===== src/pfs_pkg.sv =====
// Overview of operation
// - Group A bit 7: line 15 or infrared transmit
// - Group A bit 6: line 14 or watchdog
// - Group A bit 5: lines 12/13 or two-wire bus
// - Group A bit 4 reads zero, line 11
// - Group A bit 2: line 10 or SMI
// - Group A bit 1: gate A20, resets one
// - Group A bit 0: keyboard reset, resets one
// - Group B 7-6: line 32, port16, infrared select 1
// - Group B bit 5: lines 30/31 or MIDI
// - Group B bit 4: lines 20-27 or joysticks
// - Group B 3-2: line 17, drive 1, infrared 3
// - Group B 1-0: line 16, motor 1, infrared 2
// - Route code 000 routes no identification inputs
// - Code 001: lines 11,12,13,16,17, first processor
// - Code 010: lines 5,12,13,14,32, first processor
// - Code 011: processor select picks line group
// - Code 100: lines 11,12,13,16,17, line 14 drives select
// - Lock freezes selects; only reset clears it
package pfs_pkg;

  // Register bus widths
  localparam int ADDR_W = 8;
  localparam int DATA_W = 8;

  // Register offsets
  localparam logic [7:0] OFS_LOCK = 8'h21;
  localparam logic [7:0] OFS_GROUP_A = 8'h23;
  localparam logic [7:0] OFS_GROUP_B = 8'h24;
  localparam logic [7:0] OFS_GROUP_C = 8'h25;

  // Reset values and writable-bit masks
  localparam logic [7:0] RST_A = 8'h03;
  localparam logic [7:0] RST_B = 8'h00;
  localparam logic [7:0] RST_C = 8'h00;
  localparam logic [7:0] WMASK_A = 8'hE7;
  localparam logic [7:0] WMASK_B = 8'hFF;
  localparam logic [7:0] WMASK_C = 8'hE0;

  // Field positions
  localparam int LOCK_BIT = 7;
  localparam int A_IR_TX_BIT = 7;
  localparam int A_WDOG_BIT = 6;
  localparam int A_TWB_BIT = 5;
  localparam int A_SMI_BIT = 2;
  localparam int A_GATE_BIT = 1;
  localparam int A_KBD_RST_BIT = 0;
  localparam int B_P127_LSB = 6;
  localparam int B_MIDI_BIT = 5;
  localparam int B_JOY_BIT = 4;
  localparam int B_P71_LSB = 2;
  localparam int B_P69_LSB = 0;
  localparam int C_ROUTE_LSB = 5;

  // Pin and line counts
  localparam int NUM_PINS = 21;
  localparam int NUM_GP = 33;
  localparam int VID_W = 5;
  localparam int NUM_JOY = 8;

  // Pin slots in the shared pad array; GP14 is line 14, not a slot
  localparam int P57 = 0;
  localparam int P56 = 1;
  localparam int P54 = 2;
  localparam int P55 = 3;
  localparam int P53 = 4;
  localparam int PIN21 = 5;
  localparam int P9 = 6;
  localparam int P8 = 7;
  localparam int P127 = 8;
  localparam int P125 = 9;
  localparam int P126 = 10;
  localparam int PJOY = 11;
  localparam int P71 = 19;
  localparam int P69 = 20;
  localparam int GP14 = 14;

  typedef logic [5:0] pfs_line_t;

  // General-purpose line carried by each pin slot
  localparam pfs_line_t PIN_GP_LINE [NUM_PINS] = '{
    6'h0F, 6'h0E, 6'h0C, 6'h0D, 6'h0B, 6'h0A, 6'h07, 6'h06, 6'h20, 6'h1E, 6'h1F,
    6'h14, 6'h15, 6'h16, 6'h17, 6'h18, 6'h19, 6'h1A, 6'h1B, 6'h11, 6'h10};

  // Identification source lines, bit 0 first
  localparam pfs_line_t VID_SRC_A [VID_W] = '{6'h0B, 6'h0C, 6'h0D, 6'h10, 6'h11};
  localparam pfs_line_t VID_SRC_B [VID_W] = '{6'h05, 6'h0C, 6'h0D, 6'h0E, 6'h20};
  localparam pfs_line_t VID_SRC_C0 [VID_W] = '{6'h14, 6'h15, 6'h16, 6'h17, 6'h18};
  localparam pfs_line_t VID_SRC_C1 [VID_W] = '{6'h19, 6'h1A, 6'h1B, 6'h1E, 6'h1F};

  // Identification route codes
  typedef enum logic [2:0] {
    ROUTE_NONE = 3'h0,
    ROUTE_FIRST_A = 3'h1,
    ROUTE_FIRST_B = 3'h2,
    ROUTE_DUAL = 3'h3,
    ROUTE_CTRL = 3'h4
  } pfs_route_t;

  // One pad drive: level and enable
  typedef struct packed {
    logic out;
    logic oe;
  } pfs_drive_t;

  // Alternate functions that drive pins
  typedef struct packed {
    pfs_drive_t infrared_transmit;
    pfs_drive_t watchdog;
    pfs_drive_t scl;
    pfs_drive_t sda;
    pfs_drive_t smi;
    pfs_drive_t gateA20;
    pfs_drive_t kbdRst;
    pfs_drive_t kbdBit16;
    pfs_drive_t irSel1;
    pfs_drive_t irSel2;
    pfs_drive_t irSel3;
    pfs_drive_t midiTx;
    pfs_drive_t drvSel1;
    pfs_drive_t motorEn1;
  } pfs_alt_drive_t;

  // Alternate functions that sense pins
  typedef struct packed {
    logic scl;
    logic sda;
    logic kbdBit16;
    logic midiRx;
    logic [NUM_JOY-1:0] joy;
  } pfs_alt_sense_t;

  // Register bus request
  typedef struct packed {
    logic wr;
    logic rd;
    logic [ADDR_W-1:0] addr;
    logic [DATA_W-1:0] wdata;
  } pfs_bus_req_t;

endpackage : pfs_pkg


===== src/pfs_pin_cell.sv =====
`timescale 1ns/10ps
// One shared pad: picks one of four functions, syncs the pad input
module pfs_pin_cell (
  input wire logic clk_sys,
  input wire logic reset,
  input wire logic [1:0] sel,
  input pfs_pkg::pfs_drive_t [3:0] fnDrive,
  input wire logic padIn,
  output logic padOut,
  output logic padOe,
  output logic [3:0] fnSense
);

  logic padSync1_reg; // First synchroniser stage
  logic padSync2_reg; // Second synchroniser stage
  logic [3:0] fnSense_next; // Input handed to the selected function only
  pfs_pkg::pfs_drive_t drive_next; // Drive of the selected function

  // Selected function owns the pad; code 3 leaves it idle
  assign drive_next = fnDrive[sel];
  assign fnSense_next = 4'h1 << sel;

  // Synchroniser for the pad input
  always_ff @(posedge clk_sys or posedge reset)
  begin
    if (reset)
    begin
      padSync1_reg <= 1'b0;
      padSync2_reg <= 1'b0;
    end
    else
    begin
      padSync1_reg <= padIn;
      padSync2_reg <= padSync1_reg;
    end
  end

  // Registered pad drive and gated sense
  always_ff @(posedge clk_sys or posedge reset)
  begin
    if (reset)
    begin
      padOut <= 1'b0;
      padOe <= 1'b0;
      fnSense <= 4'h0;
    end
    else
    begin
      padOut <= drive_next.out;
      padOe <= drive_next.oe;
      fnSense <= padSync2_reg ? fnSense_next : 4'h0;
    end
  end

endmodule : pfs_pin_cell


===== src/pfs_vid_route.sv =====
`timescale 1ns/10ps
// Routes general-purpose inputs to the voltage monitor identification bits
module pfs_vid_route (
  input wire logic clk_sys,
  input wire logic reset,
  input wire logic [2:0] routeCode,
  input wire logic cpuSelect,
  input wire logic [pfs_pkg::NUM_GP-1:0] gpSense,
  input wire logic gpLine5In,
  output logic [pfs_pkg::VID_W-1:0] vidBits,
  output logic vidRouteEn,
  output logic procSelActive
);

  logic [pfs_pkg::NUM_GP-1:0] lines; // Sensed lines with line 5 merged in
  logic [pfs_pkg::VID_W-1:0] vid_next; // Selected identification value
  logic routeEn_next; // A valid route code is in force

  // Gather five lines named by a table
  function automatic logic [pfs_pkg::VID_W-1:0] pick(
    input logic [pfs_pkg::NUM_GP-1:0] src,
    input pfs_pkg::pfs_line_t tbl [pfs_pkg::VID_W]);
    logic [pfs_pkg::VID_W-1:0] r;
    r = '0;
    for (int i = 0; i < pfs_pkg::VID_W; i++)
      r[i] = src[tbl[i]];
    return r;
  endfunction : pick

  assign lines = gpSense | ({{(pfs_pkg::NUM_GP-1){1'b0}}, gpLine5In} << 5);
  assign procSelActive = (routeCode == pfs_pkg::ROUTE_CTRL);

  // Route decode; reserved codes route nothing
  always_comb
  begin
    vid_next = '0;
    routeEn_next = 1'b1;
    case (routeCode)
      pfs_pkg::ROUTE_FIRST_A: vid_next = pick(lines, pfs_pkg::VID_SRC_A);
      pfs_pkg::ROUTE_FIRST_B: vid_next = pick(lines, pfs_pkg::VID_SRC_B);
      pfs_pkg::ROUTE_DUAL: vid_next = cpuSelect ? pick(lines, pfs_pkg::VID_SRC_C1)
                                                : pick(lines, pfs_pkg::VID_SRC_C0);
      pfs_pkg::ROUTE_CTRL: vid_next = pick(lines, pfs_pkg::VID_SRC_A);
      default: routeEn_next = 1'b0;
    endcase
  end

  // Registered identification value
  always_ff @(posedge clk_sys or posedge reset)
  begin
    if (reset)
    begin
      vidBits <= '0;
      vidRouteEn <= 1'b0;
    end
    else
    begin
      vidBits <= vid_next;
      vidRouteEn <= routeEn_next;
    end
  end

  a_vid_none: assert property (@(posedge clk_sys) disable iff (reset)
    (routeCode == 3'h0) |=> (!vidRouteEn && vidBits == 5'h00))
    else $error("route code 0 must route nothing");
  a_vid_dual_cpu: assert property (@(posedge clk_sys) disable iff (reset)
    (routeCode == 3'h3 && cpuSelect) |=> (vidBits == {$past(lines[31]), $past(lines[30]),
      $past(lines[27]), $past(lines[26]), $past(lines[25])}))
    else $error("second processor lines not routed");
  a_vid_code_a: assert property (@(posedge clk_sys) disable iff (reset)
    (routeCode == 3'h1) |=> (vidRouteEn && vidBits[0] == $past(lines[11])))
    else $error("code 1 line 11 not routed");

endmodule : pfs_vid_route


===== src/pfs_pin_mux.sv =====
// Strobed register access was decided locally.
`timescale 1ns/10ps
// Pin function select registers and the shared pad multiplexer
module pfs_pin_mux (
  input wire logic clk_sys,
  input wire logic reset,
  input pfs_pkg::pfs_bus_req_t busReq,
  output logic [pfs_pkg::DATA_W-1:0] rdData,
  input pfs_pkg::pfs_drive_t [pfs_pkg::NUM_GP-1:0] gpDrive,
  output logic [pfs_pkg::NUM_GP-1:0] gpSense,
  input wire logic gpLine5In,
  input pfs_pkg::pfs_alt_drive_t altDrive,
  output pfs_pkg::pfs_alt_sense_t altSense,
  input wire logic [pfs_pkg::NUM_PINS-1:0] padIn,
  output logic [pfs_pkg::NUM_PINS-1:0] padOut,
  output logic [pfs_pkg::NUM_PINS-1:0] padOe,
  input wire logic cpuSelect,
  output logic [pfs_pkg::VID_W-1:0] vidBits,
  output logic vidRouteEn,
  output logic lockActive
);

  // Select registers and lock
  logic [7:0] regA_reg; // Group A selects
  logic [7:0] regB_reg; // Group B selects
  logic [7:0] regC_reg; // Group C route code
  logic [7:0] regA_next;
  logic [7:0] regB_next;
  logic [7:0] regC_next;
  logic lock_reg; // Select lock, sticky until reset
  logic lock_next;
  logic [7:0] rdData_next; // Read data for the next cycle

  // Bus decode
  wire hitLock = (busReq.addr == pfs_pkg::OFS_LOCK);
  wire hitA = (busReq.addr == pfs_pkg::OFS_GROUP_A);
  wire hitB = (busReq.addr == pfs_pkg::OFS_GROUP_B);
  wire hitC = (busReq.addr == pfs_pkg::OFS_GROUP_C);
  wire wrOpen = busReq.wr && !lock_reg; // Select writes pass only unlocked
  wire wrA = wrOpen && hitA;
  wire wrB = wrOpen && hitB;
  wire wrC = wrOpen && hitC;

  // Merge write data into writable bits only
  function automatic logic [7:0] merge(
    input logic [7:0] old,
    input logic [7:0] data,
    input logic [7:0] mask);
    return (old & ~mask) | (data & mask);
  endfunction : merge

  // Next register values; fixed bits keep their reset zeros
  assign regA_next = wrA ? merge(regA_reg, busReq.wdata, pfs_pkg::WMASK_A) : regA_reg;
  assign regB_next = wrB ? merge(regB_reg, busReq.wdata, pfs_pkg::WMASK_B) : regB_reg;
  assign regC_next = wrC ? merge(regC_reg, busReq.wdata, pfs_pkg::WMASK_C) : regC_reg;
  assign lock_next = lock_reg | (busReq.wr && hitLock && busReq.wdata[pfs_pkg::LOCK_BIT]);

  // Read selection; unmapped offsets read zero
  assign rdData_next = !busReq.rd ? 8'h00 :
                       hitLock ? {lock_reg, 7'h00} :
                       hitA ? regA_reg :
                       hitB ? regB_reg :
                       hitC ? regC_reg : 8'h00;

  // Register file
  always_ff @(posedge clk_sys or posedge reset)
  begin
    if (reset)
    begin
      regA_reg <= pfs_pkg::RST_A;
      regB_reg <= pfs_pkg::RST_B;
      regC_reg <= pfs_pkg::RST_C;
      lock_reg <= 1'b0;
      rdData <= 8'h00;
    end
    else
    begin
      regA_reg <= regA_next;
      regB_reg <= regB_next;
      regC_reg <= regC_next;
      lock_reg <= lock_next;
      rdData <= rdData_next;
    end
  end

  assign lockActive = lock_reg;

  // Identification routing
  logic [pfs_pkg::NUM_GP-1:0] gpSenseW; // Sensed general-purpose lines
  logic procSelActive; // Line 14 carries processor select
  logic [2:0] routeCode; // Route code field

  assign routeCode = regC_reg[pfs_pkg::C_ROUTE_LSB +: 3];

  pfs_vid_route u_vid (
    .clk_sys(clk_sys),
    .reset(reset),
    .routeCode(routeCode),
    .cpuSelect(cpuSelect),
    .gpSense(gpSenseW),
    .gpLine5In(gpLine5In),
    .vidBits(vidBits),
    .vidRouteEn(vidRouteEn),
    .procSelActive(procSelActive)
  );

  // Line drives, with line 14 taken over for processor select
  pfs_pkg::pfs_drive_t [pfs_pkg::NUM_GP-1:0] gpEff;
  always_comb
  begin
    gpEff = gpDrive;
    if (procSelActive)
    begin
      gpEff[pfs_pkg::GP14].out = cpuSelect;
      gpEff[pfs_pkg::GP14].oe = 1'b1;
    end
  end

  // Per-pin function code
  logic [1:0] pinSel [pfs_pkg::NUM_PINS];
  assign pinSel[pfs_pkg::P57] = {1'b0, regA_reg[pfs_pkg::A_IR_TX_BIT]};
  assign pinSel[pfs_pkg::P56] = {1'b0, regA_reg[pfs_pkg::A_WDOG_BIT]};
  assign pinSel[pfs_pkg::P54] = {1'b0, regA_reg[pfs_pkg::A_TWB_BIT]};
  assign pinSel[pfs_pkg::P55] = {1'b0, regA_reg[pfs_pkg::A_TWB_BIT]};
  assign pinSel[pfs_pkg::P53] = 2'h0;
  assign pinSel[pfs_pkg::PIN21] = {1'b0, regA_reg[pfs_pkg::A_SMI_BIT]};
  assign pinSel[pfs_pkg::P9] = {1'b0, regA_reg[pfs_pkg::A_GATE_BIT]};
  assign pinSel[pfs_pkg::P8] = {1'b0, regA_reg[pfs_pkg::A_KBD_RST_BIT]};
  assign pinSel[pfs_pkg::P127] = regB_reg[pfs_pkg::B_P127_LSB +: 2];
  assign pinSel[pfs_pkg::P125] = {1'b0, regB_reg[pfs_pkg::B_MIDI_BIT]};
  assign pinSel[pfs_pkg::P126] = {1'b0, regB_reg[pfs_pkg::B_MIDI_BIT]};
  assign pinSel[pfs_pkg::P71] = regB_reg[pfs_pkg::B_P71_LSB +: 2];
  assign pinSel[pfs_pkg::P69] = regB_reg[pfs_pkg::B_P69_LSB +: 2];

  // Joystick pins share one select bit
  genvar j;
  generate
    for (j = 0; j < pfs_pkg::NUM_JOY; j++)
    begin : g_joy
      assign pinSel[pfs_pkg::PJOY + j] = {1'b0, regB_reg[pfs_pkg::B_JOY_BIT]};
    end
  endgenerate

  // Function drive table; slot 0 is the line, code 3 idles the pad
  pfs_pkg::pfs_drive_t [3:0] fnDrv [pfs_pkg::NUM_PINS];
  always_comb
  begin
    for (int i = 0; i < pfs_pkg::NUM_PINS; i++)
    begin
      fnDrv[i] = '0;
      fnDrv[i][0] = gpEff[pfs_pkg::PIN_GP_LINE[i]];
    end
    fnDrv[pfs_pkg::P57][1] = altDrive.infrared_transmit;
    fnDrv[pfs_pkg::P56][1] = altDrive.watchdog;
    fnDrv[pfs_pkg::P54][1] = altDrive.scl;
    fnDrv[pfs_pkg::P55][1] = altDrive.sda;
    fnDrv[pfs_pkg::PIN21][1] = altDrive.smi;
    fnDrv[pfs_pkg::P9][1] = altDrive.gateA20;
    fnDrv[pfs_pkg::P8][1] = altDrive.kbdRst;
    fnDrv[pfs_pkg::P127][1] = altDrive.kbdBit16;
    fnDrv[pfs_pkg::P127][2] = altDrive.irSel1;
    fnDrv[pfs_pkg::P125][1] = altDrive.midiTx;
    fnDrv[pfs_pkg::P71][1] = altDrive.drvSel1;
    fnDrv[pfs_pkg::P71][2] = altDrive.irSel3;
    fnDrv[pfs_pkg::P69][1] = altDrive.motorEn1;
    fnDrv[pfs_pkg::P69][2] = altDrive.irSel2;
  end

  // Pad cells
  logic [3:0] cellSense [pfs_pkg::NUM_PINS];
  genvar p;
  generate
    for (p = 0; p < pfs_pkg::NUM_PINS; p++)
    begin : g_pin
      pfs_pin_cell u_cell (
        .clk_sys(clk_sys),
        .reset(reset),
        .sel(pinSel[p]),
        .fnDrive(fnDrv[p]),
        .padIn(padIn[p]),
        .padOut(padOut[p]),
        .padOe(padOe[p]),
        .fnSense(cellSense[p])
      );
    end
  endgenerate

  // Line inputs seen only while the pin is in line mode
  always_comb
  begin
    gpSenseW = '0;
    for (int i = 0; i < pfs_pkg::NUM_PINS; i++)
      gpSenseW[pfs_pkg::PIN_GP_LINE[i]] = cellSense[i][0];
  end
  assign gpSense = gpSenseW;

  // Alternate inputs
  assign altSense.scl = cellSense[pfs_pkg::P54][1];
  assign altSense.sda = cellSense[pfs_pkg::P55][1];
  assign altSense.kbdBit16 = cellSense[pfs_pkg::P127][1];
  assign altSense.midiRx = cellSense[pfs_pkg::P126][1];
  generate
    for (j = 0; j < pfs_pkg::NUM_JOY; j++)
    begin : g_joy_in
      assign altSense.joy[j] = cellSense[pfs_pkg::PJOY + j][1];
    end
  endgenerate

  // Checks
  a_lock_freeze: assert property (@(posedge clk_sys) disable iff (reset)
    (lock_reg && busReq.wr) |=> ($stable(regA_reg) && $stable(regB_reg) && $stable(regC_reg)))
    else $error("select register changed while locked");
  a_lock_sticky: assert property (@(posedge clk_sys) disable iff (reset)
    lock_reg |=> lock_reg)
    else $error("lock cleared without reset");
  a_fixed_bits: assert property (@(posedge clk_sys) disable iff (reset)
    (regA_reg[4:3] == 2'h0) && (regC_reg[4:0] == 5'h00))
    else $error("read-only or reserved bit changed");
  a_infrared_transmit_pad: assert property (@(posedge clk_sys) disable iff (reset)
    !reset |=> (padOut[0] == $past(regA_reg[7] ? altDrive.infrared_transmit.out : gpDrive[15].out)))
    else $error("pin 57 drive does not follow select");
  a_gate_a20_out_pad: assert property (@(posedge clk_sys) disable iff (reset)
    (!reset && regA_reg[1]) |=> (padOe[6] == $past(altDrive.gateA20.oe)))
    else $error("gate A20 not on its pin");
  a_twowire_pad: assert property (@(posedge clk_sys) disable iff (reset)
    regA_reg[5] |=> (padOe[2] == $past(altDrive.scl.oe) && padOe[3] == $past(altDrive.sda.oe)))
    else $error("two-wire bus not on its pins");
  a_proc_select: assert property (@(posedge clk_sys) disable iff (reset)
    (regC_reg[7:5] == 3'h4 && !regA_reg[6]) |=> (padOe[1] && padOut[1] == $past(cpuSelect)))
    else $error("line 14 not driving processor select");
  a_p127_reserved: assert property (@(posedge clk_sys) disable iff (reset)
    (regB_reg[7:6] == 2'h3) |=> !padOe[8])
    else $error("reserved code drives pin 127");
  a_read_back: assert property (@(posedge clk_sys) disable iff (reset)
    (busReq.rd && busReq.addr == 8'h24) |=> (rdData == $past(regB_reg)))
    else $error("group B read data wrong");

  c_lock_set: cover property (@(posedge clk_sys) disable iff (reset) $rose(lock_reg));
  c_joystick: cover property (@(posedge clk_sys) disable iff (reset) regB_reg[4]);
  c_dual_cpu: cover property (@(posedge clk_sys) disable iff (reset)
    (regC_reg[7:5] == 3'h3) && cpuSelect);

endmodule : pfs_pin_mux


===== config.mk =====
export PLATFORM = sky130hd
export DESIGN_NAME = pfs_pin_mux
export DESIGN_NICKNAME = d
export VERILOG_FILES = /design/src/pfs_pkg.sv /design/src/pfs_pin_cell.sv /design/src/pfs_vid_route.sv /design/src/pfs_pin_mux.sv
export SDC_FILE = /design/constraint.sdc
export NUM_CORES = 1
export LEC_CHECK = 0
export ABC_AREA = 1
export BUFFER_PORTS_ARGS = -buffer_cell sky130_fd_sc_hd__buf_2
export CAP_MARGIN = 20
export CORE_MARGIN = 3
export CORE_UTILIZATION = 49
export CTS_BUF_LIST = sky130_fd_sc_hd__clkbuf_4 sky130_fd_sc_hd__clkbuf_8
export DETAILED_ROUTE_END_ITERATION = 8
export PLACE_DENSITY = 0.82
export SYNTH_ARGS = -nofsm -noshare
export SYNTH_HDL_FRONTEND = slang
export SYNTH_SLANG_ARGS = --single-unit

===== constraint.sdc =====
create_clock -name clk_sys -period 7.9 [get_ports clk_sys]
set_input_delay 0 -clock clk_sys [delete_from_list [all_inputs] [get_ports clk_sys]]
set_output_delay 0 -clock clk_sys [all_outputs]
set_load 0.05 [all_outputs]

==> run_results.csv <==
group,metric,value,unit
status,status,"finished, final reports clean",
floorplan,coreArea,11030,um2
setup_path,r2r_start,"regC_reg[7]$_DFFE_PP0P_",
placement,placed_cells,811,
floorplan,die_w,113.1,um
final_layout,fillCellCount,740,
power_and_ir_drop,p_sw_frac,0.3047,
power_and_ir_drop,p_leak,4.249,nW
timing,worstMarginPinSlew,1.092,ns
global_routing,grt_pass1_wl,23.09,mm
setup_path,worstPathRequired,8.29,ns
logic_synthesis,yosysWarnings,0,
placement,hpwl,9.019,mm
power_and_ir_drop,clkPwrFrac,0.343,
job,maxCapViolations,0,
setup_path,cp.arrival,2.63,ns
clock_network,cts_buffers,17,
setup_path,cp_max_fo,18,
timing,final.hold.worst_slack,0.02762,ns
logic_synthesis,yosysTopAreaCell,"dfrtp_1",
logic_synthesis,ys_types,31,
power_and_ir_drop,peakVddDrop,205.3,uV
timing,fin_worst_skew,0.01085,ns
floorplan,die_h,113.1,um
routing,avgRoutedWirePerCell,15.50,um
timing,hold_violations,0,
logic_synthesis,synth_top_cell_area_share,0.6539,
clock_network,cts_resized,0,
clock_network,worstSkewPairLatency,0.45,ns
clock_network,h-tree-depth,4,
final_layout,largest_reg_flops,33,
timing,rsz0062_at_grt,"no",
power_and_ir_drop,p_sw,508.4,uW
timing,min_period_over_period,0.2841,
setup_path,cp_num_buf_inv,5,
floorplan,num_rows,38,
timing,finalMaxSlewViolations,0,
routing,vias,4445,
clock_network,clockBufferDepth,2,
routing,via_per_inst,4.694,
timing,fin_crit,2.245,ns
min_path,min_from,"busReq[8]",
setup_path,critical-path-top-delay-family,"buffers and inverters",
clock_network,cts.reportedPaths.clkPinSlew,0.08,ns
global_routing,grt_max_degree,85,
final_layout,nets,931,
logic_synthesis,ys_ff_latch,149,
power_and_ir_drop,p_per_area,213.1,nW/um2
final_layout,max_flop_register,"g_pin.u_cell.fnSense",
final_layout,multi_input_area,1195,um2
logic_synthesis,syn_area,5625,um2
setup_path,cp_cell_sequence,"dlygate4sd3_1 > buf_2 > inv_1 > nand2_2 > dlygate4sd3_1 > nor2_8 > and2_4 > nand3_1 > dlygate4sd3_1 > nand2_1",
global_routing,grt_use_total,0.2350,
timing,slew_headroom,0.2721,
clock_network,cts_tree,"yes",
setup_path,crit_path_end_kind,"flip-flop",
placement,placed_cell_area,6402,um2
placement,place.gp.congestion,0.7810,
power_and_ir_drop,p_int,1.160,mW
logic_synthesis,synth.top_cells.by_area,"dfrtp_1 (65%), buf_4 (7.3%), nand2_1 (5.7%)",
power_and_ir_drop,combPwrFrac,0.162,
routing,drt_iter0_markers,200,
clock_network,root_buffer,"clkbuf_8",
logic_synthesis,synthesis.instances,521,
final_layout,final_common_cell,"buf_2",
power_and_ir_drop,power.total,1.669,mW
final_layout,final_cells,947,
power_and_ir_drop,power_frac_seq,0.495,
min_path,holdCritPathClass,"in -> reg",
timing,tns,0,ns
setup_path,critPathKind,"in -> reg",
setup_path,rr_worst_depth,4,
routing,drc,0,
floorplan,die_area,12800,um2
global_routing,grt_overflow,0,
global_routing,grt_pass1_vias,4673,
logic_synthesis,seq_area_frac_synth,0.6633,
final_layout,final_area,7830,um2
placement,io_buffers,202,
routing,ant_nets,0,
routing,dr.pass1.iters,4,
final_layout,layout_common_cells,"buf_2 (202), dfrtp_1 (147), dlygate4sd3_1 (104), nand2_1 (85), inv_1 (70)",
min_path,holdPathEnd,"rdData[0]$_DFF_PP0_",
final_layout,drive_gt1_frac,0.3309,
timing,finalSetupViolCount,0,
setup_path,max_stage_delay,0.62,ns
final_layout,insertedDiodeCount,0,
floorplan,start_util,0.5100,
final_layout,layout.area.seq,3731,um2
setup_path,r2r-end,"u_vid.vidBits[0]$_DFF_PP0_",
global_routing,antenna_found_initial,0,
floorplan,io_pins,239,
setup_path,r2r_slack,5.99,ns
min_path,min_path_cells,5,
logic_synthesis,synth.avg_cell_area,10.80,um2
setup_path,crit_path_frequent_cell,"dlygate4sd3_1",
setup_path,start_kind,"primary input",
timing,fmax,445.5,MHz
setup_path,cp_slowest_cell,"dlygate4sd3_1",
routing,drt_wl_total,14.68,mm
final_layout,area_growth_syn_to_layout,39.19,%
clock_network,clock_sinks,149,
[power by group through the flow]
stage	registers, mW	clock network [mW]	logic (mW)
final	0.826	0.573	0.270
after global routing	0.830	0.616	0.289
after CTS	0.824	0.582	0.267
after detailed placement	0.839	0	0.225
after global placement	0.837	0	0.219
after floorplan	0.872	0	0.141
[layer usage]
layer | vias up | GRT usage | share of wire
li1 | 2070 | - | -
met1 | 2146 | 0.2582 | 0.36
met2 | 197 | 0.4301 | 0.54
met3 | 32 | 0.06631 | 0.069
met4 | 0 | 0.08814 | 0.026
met5 | - | 0 | 0
[cells in the mapped netlist]
master    count
dfstp_2       2
nand2_1      85
nand3_2       1
nor2_4        3
o21ai_1       2
dfrtp_1     147
nand3_1      37
o31ai_1       4
nand2_2       4
buf_2         1
nor2_8        1
or2_2         2
nor2_1       54
a31oi_1       2
inv_1        71
mux2_2       12
a21oi_1       7
nor3_2        1
nand4_1       1
buf_4        55
nor3b_1       2
o21bai_1      1
nor3_1        3
buf_6         2
nor2_2        1
inv_2         3
and2_4        1
conb_1        1
clkbuf_1      6
o211ai_1      2
o21ai_0       7
[through the flow]
step             util  worst slack [ns]
2_1_floorplan       -             3.895
3_3_place_gp   0.5804             6.344
5_1_grt        0.7098             5.573
3_5_place_dp   0.5804             6.277
4_1_cts        0.7098             5.741
6_report       0.7098             5.655
[cell type report]
| type | count | area share |
|---|---|---|
| Sequential cell | 149 | 0.4765 |
| Timing Repair Buffer | 307 | 0.2630 |
| Multi-Input combinational cell | 245 | 0.1526 |
| Inverter | 74 | 0.03611 |
| Clock buffer | 18 | 0.03164 |
| Tap cell | 140 | 0.02237 |
| Clock inverter | 14 | 0.01774 |
[worst register-to-register path: cells and delay by family (launching register included)]
family	cells	cell delay [ns]
flip-flops	1	0.48
buffers and inverters	1	0.54
AND/OR/NAND/NOR	3	0.83
[cells by family after synthesis]
kind of cell / share of synthesized area
AND/OR/NAND/NOR: 0.1546
other: 0.0006666
multiplexers: 0.02402
AO/OA/AOI/OAI: 0.02580
flip-flops: 0.6633
buffers and inverters: 0.1317
[worst max-delay path by stage]
stage	start	end	slack, ns	depth (start not counted)
2_1_floorplan	reset	g_pin[0].u_cell.fnSense[0]$_DFF_PP0_	3.90	1
3_3_place_gp	reset	g_pin[10].u_cell.padOe$_DFF_PP0_	6.34	3
3_5_place_dp	reset	g_pin[10].u_cell.padOut$_DFF_PP0_	6.28	3
4_1_cts	busReq[15]	regB_reg[4]$_DFFE_PP0P_	5.74	10
5_1_grt	busReq[15]	regB_reg[4]$_DFFE_PP0P_	5.57	10
6_report	busReq[15]	regB_reg[4]$_DFFE_PP0P_	5.66	10
[timing repair]
item,CTS,global route
buffers inserted,0,0
endpoints found under the hold margin,156,0
hold buffers,104,0
Power figures use the tool's default switching activity.
